### config.mk
export PLATFORM = sky130hd
export DESIGN_NAME = fspa_host
export DESIGN_NICKNAME = d
export VERILOG_FILES = /design/src/shared/fspa_pkg.sv /design/src/rtl/fspa_host.sv
export SDC_FILE = /design/constraint.sdc
export NUM_CORES = 1
export LEC_CHECK = 0
export ABC_AREA = 1
export ABC_CLOCK_PERIOD_IN_PS = 2200
export BUFFER_PORTS_ARGS = -buffer_cell sky130_fd_sc_hd__buf_4
export CAP_MARGIN = 25
export CORE_UTILIZATION = 45
export CTS_BUF_LIST = sky130_fd_sc_hd__clkbuf_8
export DETAILED_ROUTE_END_ITERATION = 16
export PLACE_DENSITY = 0.7
export RECOVER_POWER = 50
export SYNTH_ARGS = -nofsm -noshare
export SYNTH_HDL_FRONTEND = slang
export SYNTH_SLANG_ARGS = --single-unit
### constraint.sdc
create_clock -name core_clk -period 2.2 [get_ports core_clk]
set_input_delay 0.44 -clock core_clk [delete_from_list [all_inputs] [get_ports core_clk]]
set_output_delay 0.44 -clock core_clk [all_outputs]
set_load 0.02 [all_outputs]
### src/shared/fspa_pkg.sv
`default_nettype none
package fspa_pkg;
   // status word bit positions
   localparam int unsigned READY_BIT = 7;
   localparam int unsigned SUSPEND_BIT = 6;
   localparam int unsigned ERASE_FAIL_BIT = 5;
   localparam int unsigned PROG_FAIL_BIT = 4;
   localparam int unsigned PROT_BIT = 3;
   // reserved low bits are masked off when polling
   localparam logic [7:0] STATUS_MASK = 8'hf8;
   // command codes
   localparam logic [7:0] CMD_UNLOCK1 = 8'haa;
   localparam logic [7:0] CMD_UNLOCK2 = 8'h55;
   localparam logic [7:0] CMD_SETUP = 8'h80;
   localparam logic [7:0] CMD_LOCK = 8'h20;
   localparam logic [7:0] CMD_UNPROT = 8'h40;
   localparam logic [7:0] CMD_ABORT = 8'he0;
   localparam logic [7:0] CMD_ID_READ = 8'h90;
   localparam logic [7:0] CMD_READ_ARRAY = 8'hf0;
   localparam logic [7:0] CMD_CLEAR_STATUS = 8'h50;
   localparam logic [20:0] ADDR_UNLOCK1 = 21'h005555;
   localparam logic [20:0] ADDR_UNLOCK2 = 21'h002aaa;
   localparam logic [20:0] ADDR_ID_MFR = 21'h000000;
   localparam logic [20:0] ADDR_ID_DEV = 21'h000001;
   localparam logic [20:0] ADDR_ID_PROT = 21'h000002;
   // bus timing at 20 MHz
   localparam int unsigned CLK_NS = 50;
   localparam int unsigned TWP_NS = 60;
   localparam int unsigned TWPH_NS = 40;
   localparam int unsigned TSRA_NS = 120;
   localparam logic [3:0] WP_CYC = 4'((TWP_NS + CLK_NS - 1) / CLK_NS);
   localparam logic [3:0] WPH_CYC = 4'((TWPH_NS + CLK_NS - 1) / CLK_NS);
   localparam logic [3:0] RD_CYC = 4'((TSRA_NS + CLK_NS - 1) / CLK_NS);
   localparam logic [3:0] POLL_LIMIT_RST = 4'h0;
   // user operations
   localparam logic [2:0] OP_LOCK = 3'h0;
   localparam logic [2:0] OP_UNPROT = 3'h1;
   localparam logic [2:0] OP_ABORT = 3'h2;
   localparam logic [2:0] OP_ID = 3'h3;
   localparam logic [2:0] OP_CLEAR = 3'h4;
   localparam logic [2:0] OP_POLL = 3'h5;
   localparam logic [2:0] OP_VERIFY = 3'h6;
   typedef enum logic [2:0] {
      FSPA_IDLE, FSPA_WLOW, FSPA_WHIGH, FSPA_RLOW, FSPA_RDONE, FSPA_DONE
   } fspa_state_t;
endpackage : fspa_pkg
`default_nettype wire
### src/rtl/fspa_host.sv
// Summary of operation
// - mask reserved low status bits
// - lock is six writes ending in lock code
// - third write carries shared setup code
// - leave id mode with read/reset write
// - unprotect is five writes plus unprotect code
// - after abort write read-array then clear status
`default_nettype none
module fspa_host
   import fspa_pkg::*;
(
   input wire logic core_clk,
   input wire logic sys_rst,
   input wire logic op_valid,
   input wire logic [2:0] op_code,
   input wire logic [4:0] op_sector,
   output logic op_busy,
   output logic op_done,
   output logic [7:0] op_status,
   output logic [7:0] op_id_data,
   output logic flash_ce_n,
   output logic flash_we_n,
   output logic flash_oe_n,
   output logic [20:0] flash_addr,
   output logic [7:0] flash_dq_o,
   output logic flash_dq_oe,
   input wire logic [7:0] flash_dq_i
);
   import fspa_pkg::*;

   localparam int NSEQ = 6;
   fspa_state_t st_q, st_d;
   logic [2:0] idx_q, idx_d, len_q, len_d, op_q, op_d;
   logic [3:0] cnt_q, cnt_d;
   logic [4:0] sec_q, sec_d;
   logic [7:0] dq_s1_q, dq_s2_q;
   logic ce_q, ce_d, we_q, we_d, oe_q, oe_d, doe_q, doe_d;
   logic [20:0] addr_q, addr_d;
   logic [7:0] dout_q, dout_d, stat_q, stat_d, id_q, id_d;
   logic busy_q, busy_d, done_q, done_d;
   logic [20:0] seq_addr [NSEQ];
   logic [7:0] seq_data [NSEQ];
   logic [20:0] sec_base;

   assign sec_base = {sec_q, 16'h0000};

   // write sequence table; one entry per bus cycle
   always_comb begin
      for (int i = 0; i < NSEQ; i++) begin
         seq_addr[i] = ADDR_UNLOCK1;
         seq_data[i] = CMD_READ_ARRAY;
      end
      unique case (op_q)
         OP_LOCK, OP_UNPROT: begin
            seq_addr[0] = ADDR_UNLOCK1; seq_data[0] = CMD_UNLOCK1;
            seq_addr[1] = ADDR_UNLOCK2; seq_data[1] = CMD_UNLOCK2;
            seq_addr[2] = ADDR_UNLOCK1; seq_data[2] = CMD_SETUP;
            seq_addr[3] = ADDR_UNLOCK1; seq_data[3] = CMD_UNLOCK1;
            seq_addr[4] = ADDR_UNLOCK2; seq_data[4] = CMD_UNLOCK2;
            seq_addr[5] = sec_base;
            seq_data[5] = (op_q == OP_LOCK) ? CMD_LOCK : CMD_UNPROT;
         end
         OP_ABORT, OP_ID, OP_VERIFY: begin
            seq_addr[0] = ADDR_UNLOCK1; seq_data[0] = CMD_UNLOCK1;
            seq_addr[1] = ADDR_UNLOCK2; seq_data[1] = CMD_UNLOCK2;
            seq_addr[2] = ADDR_UNLOCK1;
            seq_data[2] = (op_q == OP_ABORT) ? CMD_ABORT : CMD_ID_READ;
         end
         OP_CLEAR: begin
            // read-array first, then clear status before further work
            seq_data[0] = CMD_READ_ARRAY;
            seq_data[1] = CMD_CLEAR_STATUS;
         end
         default: begin
            seq_data[0] = CMD_READ_ARRAY;
         end
      endcase
   end

   function automatic logic [2:0] seq_len(input logic [2:0] op);
      unique case (op)
         OP_LOCK, OP_UNPROT: seq_len = 3'h6;
         // protection read needs the full id entry, a bare command is ignored
         OP_ABORT, OP_ID, OP_VERIFY: seq_len = 3'h3;
         OP_CLEAR: seq_len = 3'h2;
         default: seq_len = 3'h0;
      endcase
   endfunction : seq_len

   always_comb begin
      st_d = st_q;
      idx_d = idx_q;
      len_d = len_q;
      op_d = op_q;
      cnt_d = cnt_q;
      sec_d = sec_q;
      ce_d = ce_q;
      we_d = we_q;
      oe_d = oe_q;
      doe_d = doe_q;
      addr_d = addr_q;
      dout_d = dout_q;
      stat_d = stat_q;
      id_d = id_q;
      busy_d = busy_q;
      done_d = 1'b0;
      unique case (st_q)
         FSPA_IDLE: begin
            if (op_valid) begin
               op_d = op_code;
               sec_d = op_sector;
               len_d = seq_len(op_code);
               idx_d = 3'h0;
               busy_d = 1'b1;
               // sequences are issued whole; the user cannot cut one short
               st_d = (seq_len(op_code) == 3'h0) ? FSPA_RLOW : FSPA_WLOW;
               cnt_d = 4'h0;
            end
         end
         FSPA_WLOW: begin
            // gate high before select and strobe drop
            oe_d = 1'b1;
            ce_d = 1'b0;
            we_d = 1'b0;
            doe_d = 1'b1;
            addr_d = seq_addr[idx_q];
            dout_d = seq_data[idx_q];
            cnt_d = cnt_q + 4'h1;
            if (cnt_q + 4'h1 >= WP_CYC) begin
               st_d = FSPA_WHIGH;
               cnt_d = 4'h0;
            end
         end
         FSPA_WHIGH: begin
            // command taken on the rising strobe edge
            we_d = 1'b1;
            ce_d = 1'b1;
            cnt_d = cnt_q + 4'h1;
            if (cnt_q + 4'h1 >= WPH_CYC) begin
               doe_d = 1'b0;
               cnt_d = 4'h0;
               if (idx_q + 3'h1 >= len_q) begin
                  st_d = (op_q == OP_CLEAR) ? FSPA_DONE : FSPA_RLOW;
               end else begin
                  idx_d = idx_q + 3'h1;
                  st_d = FSPA_WLOW;
               end
            end
         end
         FSPA_RLOW: begin
            // select and gate toggle per read so status is relatched
            ce_d = 1'b0;
            oe_d = 1'b0;
            doe_d = 1'b0;
            addr_d = (op_q == OP_ID) ? ADDR_ID_MFR :
                     (op_q == OP_VERIFY) ? ADDR_ID_PROT : sec_base;
            cnt_d = cnt_q + 4'h1;
            if (cnt_q + 4'h1 >= RD_CYC + 4'h2) begin
               st_d = FSPA_RDONE;
               cnt_d = 4'h0;
            end
         end
         FSPA_RDONE: begin
            ce_d = 1'b1;
            oe_d = 1'b1;
            if (op_q == OP_ID || op_q == OP_VERIFY) begin
               id_d = dq_s2_q;
               st_d = FSPA_DONE;
            end else begin
               // busy encodings carry no failure meaning; keep polling
               stat_d = dq_s2_q & STATUS_MASK;
               if (dq_s2_q[READY_BIT] || dq_s2_q[SUSPEND_BIT]) begin
                  st_d = FSPA_DONE;
               end else begin
                  st_d = FSPA_RLOW;
               end
            end
         end
         FSPA_DONE: begin
            busy_d = 1'b0;
            done_d = 1'b1;
            st_d = FSPA_IDLE;
         end
         default: st_d = FSPA_IDLE;
      endcase
   end

   // device is in array read after power-up, so nothing is sent at reset
   always_ff @(posedge core_clk) begin
      if (sys_rst) begin
         st_q <= FSPA_IDLE;
         idx_q <= 3'h0;
         len_q <= 3'h0;
         op_q <= OP_POLL;
         cnt_q <= POLL_LIMIT_RST;
         sec_q <= 5'h00;
         ce_q <= 1'b1;
         we_q <= 1'b1;
         oe_q <= 1'b1;
         doe_q <= 1'b0;
         addr_q <= 21'h000000;
         dout_q <= 8'h00;
         stat_q <= 8'h80;
         id_q <= 8'h00;
         busy_q <= 1'b0;
         done_q <= 1'b0;
         dq_s1_q <= 8'h00;
         dq_s2_q <= 8'h00;
      end else begin
         st_q <= st_d;
         idx_q <= idx_d;
         len_q <= len_d;
         op_q <= op_d;
         cnt_q <= cnt_d;
         sec_q <= sec_d;
         ce_q <= ce_d;
         we_q <= we_d;
         oe_q <= oe_d;
         doe_q <= doe_d;
         addr_q <= addr_d;
         dout_q <= dout_d;
         stat_q <= stat_d;
         id_q <= id_d;
         busy_q <= busy_d;
         done_q <= done_d;
         dq_s1_q <= flash_dq_i;
         dq_s2_q <= dq_s1_q;
      end
   end

   // the part refuses work on locked end sectors; the user sees the fail flag
   assign op_busy = busy_q;
   assign op_done = done_q;
   assign op_status = stat_q;
   assign op_id_data = id_q;
   assign flash_ce_n = ce_q;
   assign flash_we_n = we_q;
   assign flash_oe_n = oe_q;
   assign flash_addr = addr_q;
   assign flash_dq_o = dout_q;
   assign flash_dq_oe = doe_q;
endmodule : fspa_host
`default_nettype wire

==> impl_metrics.py <==
metrics = {
    "logic_synthesis": {
        "async_reset_ff_share_pct": 0,
        "syn_inst": 413,
        "synth_seq_area_share_pct": 45.1,
        "yosys.cell_types.count": 33,
        "synth_most_common_cell": "dfxtp_1",
        "synth-warning-count": 0,
        "synth_edf_count": 0,
        "synth_top_family_by_area": "simple AND/OR/NAND/NOR gates",
        "synthAdderAreaFrac_pct": 3.22,
        "ys_seq_elements": 70,
        "synth_top_area_share_pct": 45.1,
        "synth-compound-area-share_pct": 12.2,
        "synth-xor-area-share_pct": 0.282,
        "syn-cell-area_um2": 3100,
        "syn_area_per_cell_um2": 7.52,
        "ys.flop_type": "dfxtp_1",
        "synth_area_leaders": "dfxtp_1 45%, nand2_1 8.2%, nor2_1 6.7%",
        "synth.top_cells.by_count": "70 x dfxtp_1, 68 x nand2_1, 55 x nor2_1, 44 x inv_1, 37 x a21oi_1",
        "synth-simple-area-share_pct": 26.3,
        "synth_mux_area_share_pct": 0,
        "yosysTopAreaCell": "dfxtp_1",
    },
    "routing": {
        "firstDrtPassIters": 4,
        "viasPerCell": 4.95,
        "wl_per_cell_um": 12.2,
        "totalWireLength_mm": 6.71,
        "vias": 2713,
        "drt_iter0_drc": 146,
        "ant_nets": 0,
        "drc": 0,
    },
    "placed_design": {
        "io_buffers": 65,
        "dp.cells": 532,
        "place_congestion": 0.801,
        "dpl.hpwl_mm": 4.84,
    },
    "setup_path": {
        "startpoint_type": "flip-flop",
        "worstPathCellList": "ha_1, xor2_1, ha_1, a21oi_1, nand3_1, o21ai_2, nand2_2, nand2_1, a21oi_1",
        "slowest_stage": "dfxtp_1",
        "cpPeakStageDelay_ns": 0.46,
        "critical_path_class": "flip-flop to flip-flop",
        "crit_family": "adder cells",
        "crit_fanout": 7,
        "ff2ff_path_depth": 9,
        "worst-path-stages": 9,
        "endpoint_kind": "flip-flop",
        "path_buf_inv": 0,
        "crit_required_ns": 2.39,
        "critPathArrivalTime_ns": 2.18,
    },
    "layout": {
        "fillers": 646,
        "syn_to_final_growth_pct": 16.3,
        "nNetsFinal": 493,
        "insertedDiodeCount": 0,
        "final_layout_size_suffix_gt1_share_pct": 15.5,
        "fin_cells": 548,
    },
    "global_route": {
        "grt_overflow_total": 0,
        "grt_pass1_vias": 2393,
        "grt_pass1_wl_mm": 11.1,
        "grt_use_total_pct": 19.7,
        "antenna_found_initial": 0,
        "grt_max_degree": 47,
    },
    "timing": {
        "hold_viol_final": 0,
        "slew_viol_final": 0,
        "min_period_over_period_pct": 90.3,
        "setup_violations": 0,
        "fmax_ghz": 0.503,
        "slew_headroom_pct": 38.0,
        "tightest_slew_ns": 0.929,
        "tns_ns": 0,
        "rsz0062_at_grt": "no",
        "clock_skew_ns": 0.00740,
        "min_period_ns": 1.99,
    },
    "clock_network": {
        "cts_setup_buffers": 0,
        "clkLatencyLatePin_ns": 0.35,
        "clock-sinks": 70,
        "cts_buffer_depth": 2,
        "cts_tree": "done",
        "cts_root_buf": "clkbuf_8",
        "cts_hold_buf": 0,
        "cts_buffers": 9,
        "cts.clk_slew.worst_paths_ns": 0.08,
        "h-tree-depth": 3,
        "ctsResizeCount": 0,
    },
    "floorplan": {
        "rows": 29,
        "initial_core_util_pct": 47.8,
        "die_h_um": 85.1,
        "dieWidth_um": 85.1,
        "ios": 70,
        "die_area_um2": 7230,
        "core-area_um2": 6490,
    },
    "run_status": {
        "status": "completed",
    },
    "flow_run": {
        "maxCapViolations": 0,
    },
    "power": {
        "power_density_nw_per_um2": 1140,
        "p_leak_nw": 1.63,
        "ir_drop_uv": 643,
    },
    "min_path": {
        "hold_depth": 3,
        "hold_path_class": "input port to flip-flop",
    },
}
[state kept, by name (all words and copies together), names as in the netlist, 3 cells and up]
name and cells:
dq_s2_q 8, sec_q 5, op_q 3, st_q 3, cnt_q 4, op_status 5, len_q 3, op_id_data 8
dq_s1_q 8, flash_dq_o 6, flash_addr 8, idx_q 3
[metal layers]
| metal | GRT usage (%) | up-vias | wire, um |
|---|---|---|---|
| li1 | - | 1406 | - |
| met1 | 25.6 | 1228 | 3110 |
| met2 | 31.0 | 70 | 3090 |
| met3 | 5.74 | 9 | 409 |
| met4 | 7.55 | 0 | 97 |
| met5 | 0 | - | 0 |
[tightest hold or removal path, stage by stage]
cell and delay, ns:
buf_4 0.07, inv_1 0.03, nor2_1 0.06
[stage by stage]
step	power, mW	instance area [um^2]	worst slack, ns	hold slack (ns)	utilization, %
floorplan	2.69	3120	0.409	0.388	-
global placement	3.01	3530	0.332	0.393	54.3
detailed placement	3.03	3530	0.233	0.392	54.3
CTS	4.21	3760	0.213	0.284	57.8
global route	4.38	3610	0.0646	0.276	55.6
finish	4.11	3610	0.213	0.291	55.6
[area by class of cell]
class | instances | area [um^2] | area share, %
Timing Repair Buffer | 68 | 384 | 10.6
Clock buffer | 9 | 124 | 3.43
Tap cell | 77 | 96.3 | 2.67
Sequential cell | 70 | 1400 | 38.8
Inverter | 53 | 201 | 5.58
Multi-Input combinational cell | 264 | 1300 | 36.0
Clock inverter | 7 | 104 | 2.88
[cell families after synthesis]
family                     Yosys count
other                                1
xor gates and xnor gates             1
adders and majority gates            8
and+or+nand+nor                    181
buffers and inverters               82
AOI/OAI and AO/OA                   70
DFF                                 70
[cell usage in the layout (no fill, tap or decap), types with 2 or more instances in the layout]
master / synthesis / final
nand2_2: 4 / 3
nand2_1: 68 / 70
nor2_2: 4 / 3
o21ai_0: 24 / 24
inv_6: 0 / 3
nand3_2: 3 / 3
nor2_1: 55 / 57
clkinv_4: 0 / 2
ha_1: 8 / 8
conb_1: 1 / 4
inv_2: 8 / 7
a21oi_1: 37 / 37
dfxtp_1: 70 / 70
inv_1: 44 / 45
nand3_1: 36 / 36
bufinv_16: 0 / 2
o211ai_1: 4 / 4
clkbuf_1: 6 / 33
buf_4: 20 / 33
nand4_1: 3 / 3
clkbuf_8: 0 / 9
[worst paths after layout]
path | start | endpoint | slack [ns]
worst max-delay path | idx_q[1] | idx_q[1] | 0.21
worst min register to register | dq_s1_q[5] | dq_s2_q[5] | 0.40
worst max register to register | idx_q[1] | idx_q[1] | 0.21
worst min-delay path | flash_dq_i[1] | dq_s1_q[1] | 0.29
[power breakdown]
part,internal (mW),switching (mW)
registers,1.45,0.145
logic,0.442,0.892
clock network,0.654,0.531
total,2.54,1.57
Note: power is estimated with default switching activity, not from simulation.
